`config.mk`:
```
export PLATFORM = sky130hd
export DESIGN_NAME = tpom_monitor
export DESIGN_NICKNAME = d
export VERILOG_FILES = /design/src/logic/tpom_pkg.sv /design/src/logic/tpom_monitor.sv /design/src/logic/tpom_persist.sv
export SDC_FILE = /design/constraint.sdc
export NUM_CORES = 1
export LEC_CHECK = 0
export BUFFER_PORTS_ARGS = -buffer_cell sky130_fd_sc_hd__buf_2
export CORE_AREA = 4 4 154 119
export DETAILED_ROUTE_END_ITERATION = 8
export DIE_AREA = 0 0 158 123
export PLACE_DENSITY = 0.78
export REMOVE_ABC_BUFFERS = 1
export SLEW_MARGIN = 20
export SYNTH_ARGS = -nofsm -noshare
export SYNTH_HDL_FRONTEND = slang
export SYNTH_SLANG_ARGS = --single-unit
```
`constraint.sdc`:
```
create_clock -name mclk -period 4.6 [get_ports mclk]
set_input_delay 0.92 -clock mclk [delete_from_list [all_inputs] [get_ports mclk]]
set_output_delay 0.92 -clock mclk [all_outputs]
set_load 0.01 [all_outputs]
```
`src/logic/tpom_pkg.sv`:
```
package tpom_pkg;
	// ************************************************************
	// Register indices (byte address is four times the index)
	// ************************************************************
	localparam logic [9:0] IDX_CONFIG   = 10'h100;
	localparam logic [9:0] IDX_ALARM    = 10'h101;
	localparam logic [9:0] IDX_EXPECT   = 10'h102;
	localparam logic [9:0] IDX_ACCEPT   = 10'h103;
	localparam logic [9:0] IDX_CNT_LO   = 10'h104;
	localparam logic [9:0] IDX_CNT_HI   = 10'h105;
	localparam logic [9:0] IDX_MODE     = 10'h110;
	localparam logic [9:0] IDX_TRIGGER  = 10'h111;
	localparam logic [9:0] IDX_INT_STAT = 10'h112;
	localparam logic [9:0] IDX_INT_MASK = 10'h113;
	localparam logic [9:0] IDX_AIS_CTRL = 10'h114;

	// ************************************************************
	// Field positions
	// ************************************************************
	localparam int CFG_BLOCK_BIT  = 5;
	localparam int ALM_SRC_BIT    = 7;
	localparam int ALM_TERM_BIT   = 6;
	localparam int ALM_FORCE_BIT  = 5;
	localparam int ALM_UNST_BIT   = 4;
	localparam int ALM_MISM_BIT   = 3;
	localparam int MODE_TU3_BIT   = 0;
	localparam int MODE_PERS_BIT  = 1;
	localparam int MODE_PDI_LSB   = 2;
	localparam int V5_RDI_BIT     = 0;
	localparam int V5_RFI_BIT     = 4;
	localparam int V5_LABEL_LSB   = 1;
	localparam int Z7_ERDI_LSB    = 1;
	localparam int G1_RDI_BIT     = 3;
	localparam int G1_ERDI_LSB    = 1;
	localparam int EV_RDI         = 0;
	localparam int EV_RFI         = 1;
	localparam int EV_ERDI        = 2;
	localparam int EV_MISM        = 3;
	localparam int EV_UNST        = 4;
	localparam int EV_LABEL       = 5;
	localparam int NUM_EVENTS     = 6;
	localparam int AIS_LOP        = 0;
	localparam int AIS_LOM        = 1;
	localparam int AIS_MISM       = 2;
	localparam int AIS_UNST       = 3;
	localparam int AIS_PDI        = 4;
	localparam int AIS_RDI        = 5;

	// ************************************************************
	// Reset values and counts
	// ************************************************************
	localparam logic [7:0] CONFIG_RESET = 8'hC0;
	localparam logic [7:0] BYTE_RESET   = 8'h00;
	localparam logic [3:0] PERSIST_SHORT = 4'h5;
	localparam logic [3:0] PERSIST_LONG  = 4'hA;
	localparam logic [2:0] STABLE_COUNT  = 3'h5;
	localparam logic [2:0] UNSTABLE_COUNT = 3'h5;
	localparam int NARROW_COUNT_BITS = 11;

	// ************************************************************
	// Timing
	// ************************************************************
	localparam int CLK_PERIOD_PS  = 5000;
	localparam int SNAP_LIMIT_NS  = 10000;
	localparam int SNAP_LIMIT_CYC = (SNAP_LIMIT_NS * 1000) / CLK_PERIOD_PS;
endpackage

```
`src/logic/tpom_monitor.sv`:
```
// Overview of operation
// - Outside TU3, remote defect status follows V5 defect bit after 5/10 multiframes.
// - In TU3, remote defect status follows G1 defect bit after 5/10 frames.
// - Outside TU3, remote failure status follows V5 failure bit, same filter.
// - Extended defect code loads after 5/10 identical consecutive receptions.
// - Outside TU3, source select picks V5 bits or Z7 extended code.
// - In TU3, source select picks G1 single bit or G1 extended code.
// - Mismatch status is high while accepted label differs from expected.
// - Instability counter increments when label differs from previous multiframe.
// - Five equal labels clear counter; unstable status set at five.
// - Path defect indication forced, or raised when label equals defect code.
// - Terminate picks AIS conditions from control; else loss of pointer/multiframe.
// - Expected label uses eight bits in TU3, low three otherwise.
// - Accepted label reports eight bits in TU3, low three otherwise.
// - Count BIP-8 in TU3, BIP-2 otherwise; count wraps.
// - Trigger write snapshots count within 10 us and restarts accumulation.
// - Outside TU3 only eleven count bits valid, upper five read zero.
// - Parity errors counted per bit or per block by select bit.
// - Block mode adds one for any wrong bits, else one per bit.
//
// The Wishbone slave port was left to the implementer.
`timescale 1ns/1ps
`default_nettype none
module tpom_monitor
	import tpom_pkg::*;
(
	input  wire logic        mclk,
	input  wire logic        rst_n,
	input  wire logic        cyc_i,
	input  wire logic        stb_i,
	input  wire logic        we_i,
	input  wire logic [11:2] adr_i,
	input  wire logic [3:0]  sel_i,
	input  wire logic [31:0] dat_i,
	output logic      [31:0] dat_o,
	output logic             ack_o,
	output logic             irq,
	input  wire logic        ohStb,
	input  wire logic [7:0]  v5Byte,
	input  wire logic [7:0]  z7Byte,
	input  wire logic [7:0]  g1Byte,
	input  wire logic [7:0]  c2Byte,
	input  wire logic        bipStb,
	input  wire logic [7:0]  bipErr,
	input  wire logic        lopAlarm,
	input  wire logic        lomAlarm,
	output logic             pathDefectInd,
	output logic             aisInsert
);
	// ************************************************************
	// Declarations
	// ************************************************************
	logic        ack_q, ack_d;
	logic [7:0]  rdat_q, rdat_d;
	logic [7:0]  config_q, config_d;
	logic        srcSel_q, srcSel_d;
	logic        term_q, term_d;
	logic        force_q, force_d;
	logic [7:0]  expect_q, expect_d;
	logic [7:0]  mode_q, mode_d;
	logic [7:0]  aisCtrl_q, aisCtrl_d;
	logic [NUM_EVENTS-1:0] intStat_q, intStat_d;
	logic [NUM_EVENTS-1:0] intMask_q, intMask_d;
	logic        irq_q, irq_d;
	logic [7:0]  prevLabel_q, prevLabel_d;
	logic [7:0]  accepted_q, accepted_d;
	logic [7:0]  lastLabel_q, lastLabel_d;
	logic [2:0]  sameCnt_q, sameCnt_d;
	logic [2:0]  unstCnt_q, unstCnt_d;
	logic        unstable_q, unstable_d;
	logic        mismatch_q, mismatch_d;
	logic        pdi_q, pdi_d;
	logic        ais_q, ais_d;
	logic [15:0] accum_q, accum_d;
	logic [15:0] count_q, count_d;
	logic        busReq, wrEn, trigger;
	logic        tu3, longSel, blockSel;
	logic [7:0]  rxLabel, expectEff, acceptEff;
	logic        rdiStat, rfiStat;
	logic [2:0]  erdiStat;
	logic        rdiChg, rfiChg, erdiChg;
	logic [NUM_EVENTS-1:0] events;
	logic [3:0]  bipInc;

	function automatic logic [3:0] bip_add(input logic [7:0] err, input logic wide, input logic block);
		logic [7:0] m;
		logic [3:0] n;
		m = wide ? err : {6'h00, err[1:0]};
		n = 4'h0;
		for (int i = 0; i < 8; i++) begin
			n = n + {3'h0, m[i]};
		end
		return block ? {3'h0, |m} : n;
	endfunction

	function automatic logic [7:0] label_view(input logic [7:0] lbl, input logic wide);
		return wide ? lbl : {5'h00, lbl[2:0]};
	endfunction

	assign tu3      = mode_q[MODE_TU3_BIT];
	assign longSel  = mode_q[MODE_PERS_BIT];
	assign blockSel = config_q[CFG_BLOCK_BIT];
	assign busReq   = cyc_i & stb_i & ~ack_q;
	assign wrEn     = busReq & we_i & sel_i[0];
	assign trigger  = wrEn && adr_i == IDX_TRIGGER;

	// ************************************************************
	// Remote defect filters
	// ************************************************************
	tpom_persist #(.W(1)) rdiFilter (
		.mclk      (mclk),
		.rst_n     (rst_n),
		.sampleStb (ohStb & ~srcSel_q),
		.sample    (tu3 ? g1Byte[G1_RDI_BIT] : v5Byte[V5_RDI_BIT]),
		.longSel   (longSel),
		.filtered  (rdiStat),
		.changed   (rdiChg)
	);

	tpom_persist #(.W(1)) rfiFilter (
		.mclk      (mclk),
		.rst_n     (rst_n),
		.sampleStb (ohStb & ~srcSel_q & ~tu3),
		.sample    (v5Byte[V5_RFI_BIT]),
		.longSel   (longSel),
		.filtered  (rfiStat),
		.changed   (rfiChg)
	);

	tpom_persist #(.W(3)) erdiFilter (
		.mclk      (mclk),
		.rst_n     (rst_n),
		.sampleStb (ohStb & srcSel_q),
		.sample    (tu3 ? g1Byte[G1_ERDI_LSB +: 3] : z7Byte[Z7_ERDI_LSB +: 3]),
		.longSel   (longSel),
		.filtered  (erdiStat),
		.changed   (erdiChg)
	);

	// ************************************************************
	// Label, alarm and parity logic
	// ************************************************************
	always_comb begin
		rxLabel   = tu3 ? c2Byte : {5'h00, v5Byte[V5_LABEL_LSB +: 3]};
		expectEff = label_view(expect_q, tu3);
		acceptEff = label_view(accepted_q, tu3);
		bipInc    = bip_add(bipErr, tu3, blockSel);
		prevLabel_d = prevLabel_q;
		accepted_d  = accepted_q;
		lastLabel_d = lastLabel_q;
		sameCnt_d   = sameCnt_q;
		unstCnt_d   = unstCnt_q;
		if (ohStb) begin
			lastLabel_d = rxLabel;
			prevLabel_d = rxLabel;
			if (rxLabel != prevLabel_q) begin
				sameCnt_d = 3'h1;
				// Saturate above five so the alarm does not fall on wrap
				unstCnt_d = (unstCnt_q == 3'h7) ? unstCnt_q : unstCnt_q + 3'h1;
			end else if (sameCnt_q != STABLE_COUNT) begin
				sameCnt_d = sameCnt_q + 3'h1;
			end
			if (sameCnt_d == STABLE_COUNT) begin
				unstCnt_d  = 3'h0;
				accepted_d = rxLabel;
			end
		end
		mismatch_d = acceptEff != expectEff;
		if (unstCnt_d >= UNSTABLE_COUNT) begin
			unstable_d = 1'b1;
		end else if (unstCnt_d == 3'h0) begin
			unstable_d = 1'b0;
		end else begin
			unstable_d = unstable_q;
		end
		pdi_d = force_q | (lastLabel_q == {5'h00, mode_q[MODE_PDI_LSB +: 3]});
		if (term_q) begin
			ais_d = (aisCtrl_q[AIS_LOP] & lopAlarm) | (aisCtrl_q[AIS_LOM] & lomAlarm)
				| (aisCtrl_q[AIS_MISM] & mismatch_q) | (aisCtrl_q[AIS_UNST] & unstable_q)
				| (aisCtrl_q[AIS_PDI] & pdi_q) | (aisCtrl_q[AIS_RDI] & rdiStat);
		end else begin
			ais_d = lopAlarm | lomAlarm;
		end
		accum_d = accum_q;
		count_d = count_q;
		if (trigger) begin
			// Errors of the trigger cycle open the new period, none are lost
			count_d = tu3 ? accum_q : {5'h00, accum_q[NARROW_COUNT_BITS-1:0]};
			accum_d = bipStb ? {12'h000, bipInc} : 16'h0000;
		end else if (bipStb) begin
			accum_d = accum_q + {12'h000, bipInc};
		end
	end

	always_ff @(posedge mclk or negedge rst_n) begin
		if (!rst_n) begin
			prevLabel_q <= BYTE_RESET;
			accepted_q  <= BYTE_RESET;
			lastLabel_q <= BYTE_RESET;
			sameCnt_q   <= 3'h0;
			unstCnt_q   <= 3'h0;
			unstable_q  <= 1'b0;
			mismatch_q  <= 1'b0;
			pdi_q       <= 1'b0;
			ais_q       <= 1'b0;
			accum_q     <= 16'h0000;
			count_q     <= 16'h0000;
		end else begin
			prevLabel_q <= prevLabel_d;
			accepted_q  <= accepted_d;
			lastLabel_q <= lastLabel_d;
			sameCnt_q   <= sameCnt_d;
			unstCnt_q   <= unstCnt_d;
			unstable_q  <= unstable_d;
			mismatch_q  <= mismatch_d;
			pdi_q       <= pdi_d;
			ais_q       <= ais_d;
			accum_q     <= accum_d;
			count_q     <= count_d;
		end
	end

	// ************************************************************
	// Register bus and interrupt
	// ************************************************************
	always_comb begin
		events = '0;
		events[EV_RDI]   = rdiChg;
		events[EV_RFI]   = rfiChg;
		events[EV_ERDI]  = erdiChg;
		events[EV_MISM]  = mismatch_d != mismatch_q;
		events[EV_UNST]  = unstable_d != unstable_q;
		events[EV_LABEL] = accepted_d != accepted_q;
		ack_d     = busReq;
		config_d  = config_q;
		srcSel_d  = srcSel_q;
		term_d    = term_q;
		force_d   = force_q;
		expect_d  = expect_q;
		mode_d    = mode_q;
		aisCtrl_d = aisCtrl_q;
		intMask_d = intMask_q;
		intStat_d = intStat_q;
		if (wrEn) begin
			unique case (adr_i)
				IDX_CONFIG: config_d = dat_i[7:0];
				IDX_ALARM: begin
					srcSel_d = dat_i[ALM_SRC_BIT];
					term_d   = dat_i[ALM_TERM_BIT];
					force_d  = dat_i[ALM_FORCE_BIT];
				end
				IDX_EXPECT:   expect_d  = dat_i[7:0];
				IDX_MODE:     mode_d    = dat_i[7:0];
				IDX_AIS_CTRL: aisCtrl_d = dat_i[7:0];
				IDX_INT_MASK: intMask_d = dat_i[NUM_EVENTS-1:0];
				IDX_INT_STAT: intStat_d = intStat_q & ~dat_i[NUM_EVENTS-1:0];
				default: ;
			endcase
		end
		// Set wins over a clear in the same cycle
		intStat_d = intStat_d | events;
		irq_d = |(intStat_q & intMask_q);
		rdat_d = rdat_q;
		if (busReq) begin
			unique case (adr_i)
				IDX_CONFIG:   rdat_d = config_q;
				IDX_ALARM:    rdat_d = {srcSel_q, term_q, force_q, unstable_q, mismatch_q,
					srcSel_q ? erdiStat : {1'b0, rfiStat & ~tu3, rdiStat}};
				IDX_EXPECT:   rdat_d = expect_q;
				IDX_ACCEPT:   rdat_d = acceptEff;
				IDX_CNT_LO:   rdat_d = count_q[7:0];
				IDX_CNT_HI:   rdat_d = tu3 ? count_q[15:8] : {5'h00, count_q[10:8]};
				IDX_MODE:     rdat_d = mode_q;
				IDX_AIS_CTRL: rdat_d = aisCtrl_q;
				IDX_INT_STAT: rdat_d = {2'h0, intStat_q};
				IDX_INT_MASK: rdat_d = {2'h0, intMask_q};
				default:      rdat_d = 8'h00;
			endcase
		end
	end

	always_ff @(posedge mclk or negedge rst_n) begin
		if (!rst_n) begin
			ack_q     <= 1'b0;
			rdat_q    <= BYTE_RESET;
			config_q  <= CONFIG_RESET;
			srcSel_q  <= 1'b0;
			term_q    <= 1'b0;
			force_q   <= 1'b0;
			expect_q  <= BYTE_RESET;
			mode_q    <= BYTE_RESET;
			aisCtrl_q <= BYTE_RESET;
			intMask_q <= '0;
			intStat_q <= '0;
			irq_q     <= 1'b0;
		end else begin
			ack_q     <= ack_d;
			rdat_q    <= rdat_d;
			config_q  <= config_d;
			srcSel_q  <= srcSel_d;
			term_q    <= term_d;
			force_q   <= force_d;
			expect_q  <= expect_d;
			mode_q    <= mode_d;
			aisCtrl_q <= aisCtrl_d;
			intMask_q <= intMask_d;
			intStat_q <= intStat_d;
			irq_q     <= irq_d;
		end
	end

	assign ack_o         = ack_q;
	assign dat_o         = {24'h000000, rdat_q};
	assign irq           = irq_q;
	assign pathDefectInd = pdi_q;
	assign aisInsert     = ais_q;
endmodule
`default_nettype wire

```
`src/logic/tpom_persist.sv`:
```
`timescale 1ns/1ps
`default_nettype none
module tpom_persist
	import tpom_pkg::*;
#(
	parameter int W = 1
) (
	input  wire logic         mclk,
	input  wire logic         rst_n,
	input  wire logic         sampleStb,
	input  wire logic [W-1:0] sample,
	input  wire logic         longSel,
	output logic      [W-1:0] filtered,
	output logic              changed
);
	logic [W-1:0] cand_q, cand_d, out_q, out_d;
	logic [3:0]   cnt_q, cnt_d;
	logic         chg_q, chg_d;
	logic [3:0]   need;

	// ************************************************************
	// Consecutive-sample filter
	// ************************************************************
	always_comb begin
		need  = longSel ? PERSIST_LONG : PERSIST_SHORT;
		cand_d = cand_q;
		cnt_d  = cnt_q;
		out_d  = out_q;
		chg_d  = 1'b0;
		if (sampleStb) begin
			if (sample == cand_q) begin
				// Saturate so a long run never wraps back below the limit
				cnt_d = (cnt_q == PERSIST_LONG) ? cnt_q : cnt_q + 4'h1;
			end else begin
				cand_d = sample;
				cnt_d  = 4'h1;
			end
			if (cnt_d >= need && cand_d != out_q) begin
				out_d = cand_d;
				chg_d = 1'b1;
			end
		end
	end

	always_ff @(posedge mclk or negedge rst_n) begin
		if (!rst_n) begin
			cand_q <= '0;
			cnt_q  <= 4'h0;
			out_q  <= '0;
			chg_q  <= 1'b0;
		end else begin
			cand_q <= cand_d;
			cnt_q  <= cnt_d;
			out_q  <= out_d;
			chg_q  <= chg_d;
		end
	end

	assign filtered = out_q;
	assign changed  = chg_q;
endmodule
`default_nettype wire

```
* Word-level counts from Yosys, hierarchy flattened
Index checks and enable logic that the tools add are counted.
** Word-level totals
- Bits in registers :: 140
- Input bits :: 95
** Operators by class
- $add $sub $neg :: 13
- $lt $le $gt $ge :: 4
- Eq/ne operators :: 29
- Multiplexer cells :: 50
- Bitwise operators :: 28
- Reductions and logical operators :: 17
** Operators by type and width (number)
- 10-bit by 9-bit equality test with 1-bit output, second input constant :: 11
- 8-bit case mux with 10 select lines :: 1
- 8-bit 2-to-1 mux :: 7
- 16-bit 2-to-1 mux :: 3
- 4-bit 2-to-1 mux :: 12
- 3-bit 2-to-1 mux :: 11
- 8-bit != test :: 3
- 2-bit AND reduction :: 9
- 16-bit by 4-bit adder with 16-bit output :: 1
- 4-bit by 1-bit adder with 4-bit output :: 4
- 1-bit AND :: 14
- 1-bit 2-to-1 mux :: 14
- 4-bit by 1-bit adder with 4-bit output, second input constant :: 3
- 6-bit AND :: 2
- 4-bit equality test, second input constant :: 3
- 4-bit greater-or-equal comparator :: 3
- 6-bit 2-to-1 mux :: 2
- 8-bit by 3-bit equality test with 1-bit output :: 1
- 8-bit OR reduction :: 1
- 1-bit OR :: 7
- 3-bit by 1-bit adder with 3-bit output, second input constant :: 2
- 3-bit equality test, second input constant :: 2
- 6-bit inverter :: 1
- 6-bit OR :: 1
- other kinds (14) :: 23

* Longest topological paths before layout
Gate-level depths: netlist of the first run.
- Word-level depth :: 12
- Mapped depth :: 18
- Gate-level depth less buffers :: 16

* Cells and area by module
Synthesis of the first run repeated with hierarchy kept, for this count alone.
** Second synthesis, totals
- Cells, all modules :: 844
- Area, all modules :: 8349.3 µm²
** By module, submodules not included
- tpom_monitor :: instances 1, cells each 674, area each 6661.4 µm²
- tpom_persist at rdiFilter ... :: instances 2, cells each 55, area each 506.7 µm²
- tpom_persist at erdiFilter :: instances 1, cells each 60, area each 674.4 µm²

* Worst setup path before layout of the first run
No wires, ideal clock.
- Kind :: input port to flip-flop
- Start point :: in bipErr[0]
- End point :: reg accum_q[15]
- Arrival :: 4.685 ns
- Setup slack :: -0.203 ns
- Cell stages on the path :: 15
- Path through :: inv_1 fa_1 fa_1 fa_1 inv_1 ha_1 fa_1 nor2b_1 ha_1 a21o_1 a21o_1 a21oi_1 nor4b_1 xnor2_1 nor2_1
** Between the ends
- Word-level cells in the longest chain between the ends :: 12
- Elaborated cells between the ends (all ways) :: 13
** Ends and longest elaborated chain
- start, declared :: RTL line tpom_monitor.sv:44 : input wire logic [7:0] bipErr,
- 8-bit 2-to-1 mux * :: RTL line tpom_monitor.sv:88 : m = wide ? err : {6'h00, err[1:0]};
- 1-bit by 1-bit adder with 2-bit output :: RTL line tpom_monitor.sv:91 : n = n + {3'h0, m[i]};
- 2-bit by 1-bit adder with 3-bit output :: RTL line tpom_monitor.sv:91
- 3-bit by 1-bit adder with 4-bit output :: RTL line tpom_monitor.sv:91
- 4-bit by 1-bit adder with 4-bit output (4 in a row) :: RTL line tpom_monitor.sv:91
- 4-bit 2-to-1 mux * :: RTL line tpom_monitor.sv:93 : return block ? {3'h0, |m} : n;
- 16-bit by 4-bit adder with 16-bit output * :: RTL line tpom_monitor.sv:191 : accum_d = accum_q + {12'h000, bipInc};
- 16-bit 2-to-1 mux * :: RTL line tpom_monitor.sv:190 : end else if (bipStb) begin
- 16-bit 2-to-1 mux * :: RTL line tpom_monitor.sv:186 : if (trigger) begin
- end signal, assigned :: RTL line tpom_monitor.sv:218 : accum_q <= accum_d;
- end, declared :: RTL line tpom_monitor.sv:74 : logic [15:0] accum_q, accum_d;
Every way passes the cells marked *; elsewhere a longest branch is shown, timed or not. The select of a mux whose other input is x is not followed.
A chain may end at the register's enable or synchronous reset.

* Worst setup path after layout of the first run
Ends and elaborated chain as after synthesis.

==> impl_metrics.tcl, run 1 <==
set metrics [dict create \
    cp_num_buf_inv 4 \
    cp_top_family "adder cells" \
    clock_path_buffers 2 \
    rows 41 \
    hpwl_um 14500 \
    seqCellArea_um2 3510 \
    setup_viol 0 \
    ys_ff_latch 140 \
    grt-busiest-layer "met2" \
    synth_area_um2 8320 \
    initial_core_util 0.499 \
    synth_top_flop_cell "dfrtp_1" \
    vias 6405 \
    grt_use_total 0.212 \
    reg2reg_to "accum_q[15]" \
    met1_usage 0.306 \
    worstRegToRegCells 16 \
    holdPathEnd "intStat_q[0]" \
    ios 131 \
    die_x_um 158 \
    die_height_um 123 \
    crit_arrival_ps 4760 \
    grt_pass1_wl_um 32000 \
    clkSinkCount 140 \
    vias_per_cell 5.76 \
    fin_cells 1112 \
    yosys_warnings 0 \
    drcViolationCount 0 \
    synth-seq-area-share 0.421 \
    rrSetupSlack_ps 300 \
    holdPathStages 1 \
    clk_pin_slew_ps 60 \
    dp.cells 1080 \
    cp_max_fo 7 \
    min_from "rdiFilter.changed" \
    routedWlPerCell_um 18.1 \
    hold_violations 0 \
    crit_slowest_cell "fa_1" \
    grt-ovfl-total 0 \
    fin_total_pwr_w 0.00350 \
    async_flop_share 1.00 \
    core_region_area_um2 16700 \
    leakage_nw 4.48 \
    relSlewSlack 0.442 \
    gp_congestion 0.960 \
    antenna_found_initial 1 \
    cap_violations 0 \
    yosysUniqueCellTypes 80 \
    antenna_left 0 \
    status "finished clean" \
    hold_buffers 0 \
    slowest_delay_ps 560 \
    final_max_slew_viol_count 0 \
    synth-edff-count 0 \
    met2_usage 0.320 \
    multi_input_area_um2 4480 \
    period_minus_slack_ps 4490 \
    port_buffers 66 \
    end_kind "flip-flop" \
    grt_pass1_vias 6143 \
    grt_max_degree 80 \
    root_buffer "clkbuf_16" \
    ir_worst_vdd_uv 224 \
    met3_usage 0.0595 \
    tightest_slew_ps 826 \
    antenna_cells 0 \
    fmax_mhz 223 \
    drtIter0Drc 577 \
    worst_setup_path_start_kind "input pin" \
    crit_path_cell_trace "buf_2 > inv_1 > fa_1 > fa_1 > fa_1 > inv_1 > ha_1 > fa_2 > nor2b_4 > ha_1 > a21o_1 > a21o_1 > a21oi_2 > buf_6 > nor4b_2 > xnor2_1 > nor2_1" \
    r2r-start "mode_q[0]" \
    cts_max_level 4 \
    die_area_um2 19400 \
    critPathKind "in -> reg" \
    detailedPlace.worstSlack_ps -487 \
    path_common_cell "fa_1" \
    required_ps 4870 \
    area_delta_synth_final_pct 13.4 \
    fillCellCount 1399 \
    firstDrtPassIters 6 \
    cts_made_buffers 17 \
    synthCells 819 \
    fin_skew_ps 5.94 \
    drive_gt1_frac 0.231 \
    syn_avg_cell_area_um2 10.2 \
    cts_tree "built" \
    num-nets-final 1018 \
    fin_ws_ps 106 \
    routed_wl_um 20100 \
    post-route-period-util 0.977 \
    hp-class "reg -> reg" \
    clock_latency_ps 420 \
    p_per_area_nw_per_um2 371 \
]
-- synthesized netlist by cell type, types with 5 or more instances --
cell / number / share of area
o31ai_1: 11 / 0.0099
mux2_1: 5 / 0.0068
xnor2_1: 22 / 0.023
mux2_2: 64 / 0.087
a22o_1: 8 / 0.0084
dfrtp_1: 138 / 0.42
nand2_1: 116 / 0.052
a32oi_1: 6 / 0.0063
buf_2: 6 / 0.0036
nand4_1: 7 / 0.0053
xor2_1: 27 / 0.028
a21oi_1: 21 / 0.013
and3_1: 8 / 0.0060
and2_1: 8 / 0.0060
nand3_1: 27 / 0.016
o21ai_0: 43 / 0.026
nor2_1: 33 / 0.015
fa_1: 5 / 0.012
nand2b_1: 7 / 0.0053
clkbuf_1: 18 / 0.0081
a21o_1: 13 / 0.012
nor3_1: 6 / 0.0036
buf_4: 27 / 0.024
ha_1: 33 / 0.050
o211ai_1: 5 / 0.0045
a22oi_1: 12 / 0.011
mux2i_1: 12 / 0.014
inv_1: 27 / 0.012
a31oi_1: 5 / 0.0038
nor2b_1: 8 / 0.0060
-- cells in the final DEF, fill, tap and decap left out, types with 11 or more instances in the layout --
| master | synthesis | final |
|---|---|---|
| buf_4 | 27 | 13 |
| a21oi_1 | 21 | 19 |
| dfrtp_1 | 138 | 138 |
| mux2_2 | 64 | 64 |
| clkbuf_16 | 0 | 17 |
| xor2_1 | 27 | 27 |
| nand3_1 | 27 | 27 |
| xnor2_1 | 22 | 22 |
| nor2_1 | 33 | 33 |
| a22oi_1 | 12 | 12 |
| nand2_1 | 116 | 116 |
| ha_1 | 33 | 33 |
| mux2i_1 | 12 | 12 |
| a21o_1 | 13 | 13 |
| o21ai_0 | 43 | 43 |
| o31ai_1 | 11 | 11 |
| conb_1 | 1 | 24 |
| inv_1 | 27 | 27 |
| buf_2 | 6 | 65 |
-- how the worst max path moves through the flow --
stage | from | endpoint | depth (start not counted) | slack, ps
6_report | bipErr[0] | accum_q[15] | 17 | 110
5_1_grt | bipErr[0] | accum_q[15] | 17 | -50
4_1_cts | bipErr[0] | accum_q[15] | 17 | 20
3_5_place_dp | bipErr[0] | accum_q[15] | 17 | -490
3_3_place_gp | bipErr[0] | accum_q[8] | 16 | -380
2_1_floorplan | mode_q[0] | accum_q[15] | 15 | -440
-- registers in the layout, indices dropped and copies added, names as in the netlist, 3 cells and up --
signal	count
sameCnt_q	3
rdat_q	8
accum_q	16
lastLabel_q	8
mode_q	8
aisCtrl_q	8
erdiFilter.cnt_q	4
erdiFilter.filtered	3
unstCnt_q	3
intMask_q	6
count_q	16
rdiFilter.cnt_q	4
rfiFilter.cnt_q	4
accepted_q	8
erdiFilter.cand_q	3
intStat_q	6
expect_q	8
config_q	8
-- logic make-up (layout without fill, tap and decap cells) --
family,count (synthesis),in the layout,share of synthesized area
AO/OA/AOI/OAI,160,160,0.133
other,1,24,0.000451
buffers and inverters,84,139,0.0546
XOR/XNOR,49,49,0.0516
adder cells (fa/ha/maj),39,39,0.0630
AND/OR/NAND/NOR,262,262,0.162
flip-flops,140,140,0.421
multiplexers,84,84,0.114
-- where the power goes --
group | internal [W] | switching [W]
clock network | 0.000934 | 0.000528
registers | 0.00133 | 0.000122
logic | 0.000268 | 0.000317
-- what timing repair did --
action                     in CTS  in global routing
pin swaps                       0                  6
gates resized for setup         5                  4
setup endpoints to repair      10                 11
setup buffers                   0                  1
-- stage by stage --
stage	cell area [um2]	util	hold slack (ps)	TNS [ps]
after floorplan	8060	-	404	-4460
after global placement	8760	0.525	409	-4010
after detailed placement	8760	0.525	414	-5590
after CTS	9400	0.564	428	0
after global routing	9430	0.566	455	-72.9
final	9430	0.566	427	0
-- layout make-up --
class                      count  area share
tap                          215      0.0285
multi-input combinational    618       0.475
inverter                      28      0.0111
clock inverter                10      0.0175
timing repair buffer          80      0.0472
sequential                   140       0.372
clock buffer                  21      0.0488
-- routing by layer --
layer / vias up / routed length (um)
li1: 3012 / -
met1: 3087 / 9160
met2: 274 / 8720
met3: 30 / 1990
met4: 2 / 198
met5: - / 13
-- worst register-to-register path, stage by stage (launching register included) --
cell and delay [ps]:
dfrtp_1 380, nand2_1 100, fa_1 520, fa_1 430
fa_1 490, inv_1 40, ha_1 220, fa_2 540
nor2b_4 180, ha_1 250, a21o_1 170, a21o_1 200
a21oi_2 160, buf_6 150, nor4b_2 60, xnor2_1 190
nor2_1 70
Note: power is estimated with default switching activity, not from simulation.
==> run 2, diff against run 1 <==
clock period = 4.1 ns   (was 4.6 ns; I/O delays follow)
==> run 2 against run 1 <==
The flow now finishes with violations (setup timing). Global-route usage rose by 0.62 points. Largest cell class unchanged. First-iteration DRC count is 19% higher. Critical path type unchanged. Design area is 0.89% higher. Highest routed layer unchanged. Sequential share of layout area decreased by 0.33 points. Via count rose by 1.1%.
==> impl_metrics.tcl, run 2 (synthesis results as in run 1) <==
set metrics [dict create \
    drive_gt1_frac 0.243 \
    leakage_nw 4.52 \
    hold_buffers 0 \
    fin_total_pwr_w 0.00391 \
    final_common_cell "dfrtp_1" \
    fin_skew_ps 6.67 \
    top_regs "accum_q (16), count_q (16)" \
    antenna_found_initial 2 \
    initial_core_util 0.499 \
    rsz0062_at_grt "true" \
    num-nets-final 1022 \
    fin_ws_ps -124 \
    root_buffer "clkbuf_16" \
    final_max_slew_viol_count 0 \
    die_height_um 123 \
    tightest_slew_ps 1140 \
    grt_pass1_wl_um 33200 \
    relSlewSlack 0.228 \
    r2r-start "mode_q[0]" \
    crit_arrival_ps 4510 \
    grt-ovfl-total 0 \
    clock_latency_ps 420 \
    port_buffers 66 \
    area_delta_synth_final_pct 14.4 \
    antenna_cells 0 \
    ir_worst_vdd_uv 248 \
    core_region_area_um2 16700 \
    drtIter0Drc 688 \
    routedWlPerCell_um 18.1 \
    firstDrtPassIters 6 \
    rows 41 \
    dpl-instance-area_um2 8780 \
    period_minus_slack_ps 4220 \
    cts_tree "built" \
    post-route-period-util 1.03 \
    end_kind "flip-flop" \
    setup_viol 12 \
    critPathKind "in -> reg" \
    gp_congestion 0.952 \
    hp-class "in -> async" \
    reg2reg_to "accum_q[8]" \
    status "complete, but fails checks" \
    cap_violations 0 \
    fmax_mhz 237 \
    p_per_area_nw_per_um2 411 \
    worstRegToRegCells 16 \
    die_area_um2 19400 \
    grt_pass1_vias 6314 \
    clkSinkCount 140 \
    cts_max_level 4 \
    finalSetupTns_ps -1090 \
    clock_path_buffers 2 \
    grt_max_degree 73 \
    rrSetupSlack_ps -70 \
    worst_setup_path_start_kind "input pin" \
    hold_violations 0 \
    antenna_left 0 \
    drcViolationCount 0 \
    routed_wl_um 20300 \
    cp_max_fo 5 \
    required_ps 4390 \
    clk_pin_slew_ps 60 \
    hpwl_um 14400 \
    vias 6476 \
    mostFrequentLayoutCells "138 x dfrtp_1, 114 x nand2_1, 64 x mux2_2, 64 x buf_2, 42 x o21ai_0" \
    violations "setup timing" \
    vias_per_cell 5.80 \
    die_x_um 158 \
    ios 131 \
    grt_use_total 0.218 \
    cts_made_buffers 17 \
    final_area_um2 9510 \
]
[run 2: cell types whose count changed in the layout (fill, tap and decap cells not counted), sizes merged]
cell	change
buf	+4
clkbuf	+2
bufinv	-1
clkinv	-1
inv	+1
[run 2: metrics by stage]
step / hold slack (ps) / setup WS (ps) / instances / utilization
6_report: 393 / -124 / 1117 / 0.571
5_1_grt: 450 / -250 / 1117 / 0.571
4_1_cts: 417 / -94.0 / 1116 / 0.570
3_5_place_dp: 412 / -915 / 1081 / 0.527
3_3_place_gp: 407 / -746 / 1081 / 0.527
2_1_floorplan: 404 / -945 / 786 / -
[run 2: critical path: stages]
cell and delay, ps:
buf_6 70, nand2_4 50, fa_1 550, fa_1 430, fa_1 490, inv_1 40
ha_2 190, fa_2 360, xnor2_1 130, nor2_1 180, ha_1 300, a21o_1 190
a21oi_2 130, and3b_2 280, nand4_1 100, xor2_1 150, nor2_1 50
[run 2: worst max-delay path by stage]
stage                         start          end
final                     bipErr[3]   accum_q[8]
after detailed placement  bipErr[1]  accum_q[15]
after global routing      bipErr[3]   accum_q[7]
after floorplan           mode_q[0]  accum_q[15]
after CTS                 bipErr[3]   accum_q[7]
after global placement    bipErr[0]   accum_q[8]
[run 2: power breakdown]
group          internal, W  total [W]  switching, W
registers          0.00149    0.00163      0.000136
clock network      0.00101    0.00161      0.000602
logic             0.000313   0.000674      0.000361
total              0.00281    0.00391       0.00110
[run 2: what timing repair did]
action                     in CTS  in global routing
setup endpoints to repair      14                 13
resized for setup              18                  4
pin swaps                      19                  2
hold endpoints to repair        0                  0
setup buffers                   3                  1
[run 2: cell type report]
class,count,area [um2]
Clock buffer,23,478
Inverter,28,105
Timing Repair Buffer,84,494
Sequential cell,140,3510
Multi-Input combinational cell,618,4530
Fill cell,1404,7160
Tap cell,215,269
Clock inverter,9,135
[run 2: routing by layer]
layer  share of wire  routed length [um]  vias up  track usage
li1                -                   -     3029            -
met4           0.013                 265        4       0.0581
met1            0.46                9310     3142        0.317
met2            0.43                8730      268        0.315
met5          0.0010                  21        -            0
met3           0.096                1940       33       0.0696
==> run 3, diff against run 2 <==
BUFFER_PORTS_ARGS = unset   (was -buffer_cell sky130_fd_sc_hd__buf_2)
CORE_AREA = 4 4 155 119   (was 4 4 154 119)
DIE_AREA = 0 0 159 123   (was 0 0 158 123)
DONT_BUFFER_PORTS = 1   (was unset)
PLACE_DENSITY = 0.71   (was 0.78)
SYNTH_HIERARCHICAL = 1   (was unset)
==> run 3 against run 2 <==
The flow now finishes without violations. Highest routed layer is now met4. Count of clock-buffer cells in the layout fell by 4. Critical path type unchanged. Combinational power barely moved. Via count fell by 0.62%. Sequential cell count did not move. Non-clock buffer count fell by 60. First-iteration DRC count fell by 8.1%. Largest power group is now clock. Total power rose by 4.2%. Clock power rose by 7%.
==> impl_metrics.tcl, run 3 <==
set metrics [dict create \
    mostFrequentLayoutCells "138 x dfrtp_1, 113 x nand2_1, 67 x mux2_2" \
    port_buffers 0 \
    tightest_slew_ps 1090 \
    antenna_found_initial 0 \
    end_kind "flip-flop" \
    crit_slowest_cell "fa_1" \
    fillCellCount 1460 \
    yosys_warnings 6 \
    syn_avg_cell_area_um2 9.89 \
    ir_worst_vdd_uv 242 \
    leakage_nw 4.28 \
    status "finished clean" \
    dp.cells 1046 \
    yosysUniqueCellTypes 83 \
    p_int_w 0.00294 \
    routed_wl_um 20900 \
    crit_path_cell_trace "inv_2 > fa_1 > fa_1 > fa_1 > inv_1 > ha_2 > fa_1 > nor2b_4 > ha_4 > a21o_1 > a21o_1 > a21oi_2 > buf_6 > nor4_2 > xnor2_1 > nor2_1" \
    area_delta_synth_final_pct 11.4 \
    gp_congestion 0.902 \
    async_flop_share 1.00 \
    cts_max_level 4 \
    vias 6436 \
    clock_latency_ps 430 \
    p_per_area_nw_per_um2 438 \
    hold_buffers 0 \
    antenna_left 0 \
    p_seq_frac 0.413 \
    final_max_slew_viol_count 0 \
    cts_tree "built" \
    die_x_um 159 \
    cp_top_family "adder cells" \
    grt_max_degree 141 \
    cp_num_buf_inv 3 \
    setup_viol 0 \
    synth_area_um2 8350 \
    power_frac_clock 0.422 \
    hp-class "in -> async" \
    clkSinkCount 140 \
    initial_core_util 0.498 \
    fin_total_pwr_w 0.00407 \
    rows 41 \
    ios 131 \
    cts_made_buffers 17 \
    final_util 0.554 \
    routedWlPerCell_um 19.3 \
    final_area_um2 9300 \
    top_regs "accum_q (16), count_q (16)" \
    cap_violations 0 \
    post-route-period-util 0.997 \
    antenna_cells 0 \
    cp.depth 16 \
    synth-seq-area-share 0.420 \
    synthCells 844 \
    core_region_area_um2 16800 \
    drive_gt1_frac 0.183 \
    worst_setup_path_start_kind "input pin" \
    p_sw_w 0.00113 \
    hold_violations 0 \
    path_common_cell "fa_1" \
    fin_skew_ps 10.8 \
    yosys.area.top_type "dfrtp_1" \
    yosys-top-cells-count "138 x dfrtp_1, 114 x nand2_1, 67 x mux2_2" \
    synth_area_leaders "dfrtp_1 41%, mux2_2 9.0%, nand2_1 5.1%, ha_1 4.9%, xnor2_1 2.7%" \
    die_area_um2 19600 \
    num-nets-final 989 \
    critPathKind "in -> reg" \
    firstDrtPassIters 5 \
    drcViolationCount 0 \
    cp_max_fo 7 \
    final_common_cell "dfrtp_1" \
    grt_pass1_vias 6082 \
    post-synth-top-count-cell "dfrtp_1" \
    crit_arrival_ps 4400 \
    fmax_mhz 245 \
    ys_ff_latch 140 \
    clk_pin_slew_ps 70 \
    vias_per_cell 5.94 \
    worstRegToRegCells 16 \
    yosysTopAreaCellShare 0.414 \
    grt-ovfl-total 0 \
    synth-edff-count 0 \
    grt_pass1_wl_um 33100 \
    die_height_um 123 \
    combPwrFrac 0.165 \
    slowest_delay_ps 540 \
    p_sw_frac 0.278 \
    multi_input_area_um2 4570 \
    fin_cells 1084 \
    dpl-instance-area_um2 8500 \
    drtIter0Drc 632 \
    hpwl_um 14600 \
    rsz0062_at_grt "true" \
    synth_top_flop_cell "dfrtp_1" \
    finalSetupTns_ps 0 \
    root_buffer "clkbuf_16" \
    required_ps 4410 \
    clock_path_buffers 2 \
    seqCellArea_um2 3510 \
    grt_use_total 0.215 \
    period_minus_slack_ps 4090 \
    relSlewSlack 0.265 \
]
[run 3: power groups by stage]
stage	clock network (W)	logic, W	registers [W]
2_1_floorplan	0	0.000495	0.00164
3_3_place_gp	0	0.000590	0.00169
3_5_place_dp	0	0.000616	0.00169
4_1_cts	0.00174	0.000640	0.00167
5_1_grt	0.00181	0.000764	0.00170
6_report	0.00172	0.000673	0.00168
[run 3: kinds of logic after synthesis]
group	after synthesis	synth area share
adders and majority gates	39	0.0626
buffers and inverters	87	0.0554
and+or+nand+nor	281	0.170
DFF	140	0.420
xor gates and xnor gates	43	0.0451
AOI/OAI and AO/OA	170	0.136
other	1	0.000449
muxes	83	0.111
[run 3: what timing repair did]
action	in CTS	in global routing
resized for setup	8	12
buffers inserted	2	3
cloned	0	1
endpoints found under the setup margin	12	13
pin swaps	7	11
[run 3: final cells by class]
cell class / instances / area share
Multi-Input combinational cell: 641 / 0.491
Timing Repair Buffer: 24 / 0.0198
Sequential cell: 140 / 0.377
Clock inverter: 13 / 0.0226
Tap cell: 215 / 0.0289
Inverter: 32 / 0.0129
Clock buffer: 19 / 0.0476
[run 3: through the flow]
step	setup WS [ps]	hold WS (ps)
after floorplan	-778	404
after global placement	-675	409
after detailed placement	-742	424
after CTS	-9.44	86.0
after global routing	-149	74.8
final	14.1	95.2
[run 3: final timing paths]
path	startpoint	to	slack, ps
max in group asynchronous	rst_n	config_q[6]	3730
min in group mclk	erdiFilter/changed	intStat_q[2]	430
max reg2reg	mode_q[0]	accum_q[15]	30
min	rst_n	rdat_q[6]	100
min reg2reg	erdiFilter/changed	intStat_q[2]	430
max	bipErr[0]	accum_q[15]	10
[run 3: metal layers]
metal / GRT usage / part of all wire / up-vias
met1: 0.313 / 0.47 / 3159
met4: 0.0504 / 0.011 / 0
met3: 0.0663 / 0.098 / 21
met2: 0.317 / 0.43 / 258
li1: - / - / 2998
met5: 0 / 0 / -
[run 3: worst reg2reg max path, delay by kind of cell (launching register included)]
family          cells  cell delay (ps)
buf+inv             2              210
compound gates      3              480
xor+xnor            1              170
flops               1              380
fa+ha+maj           6             2350
simple gates        4              400
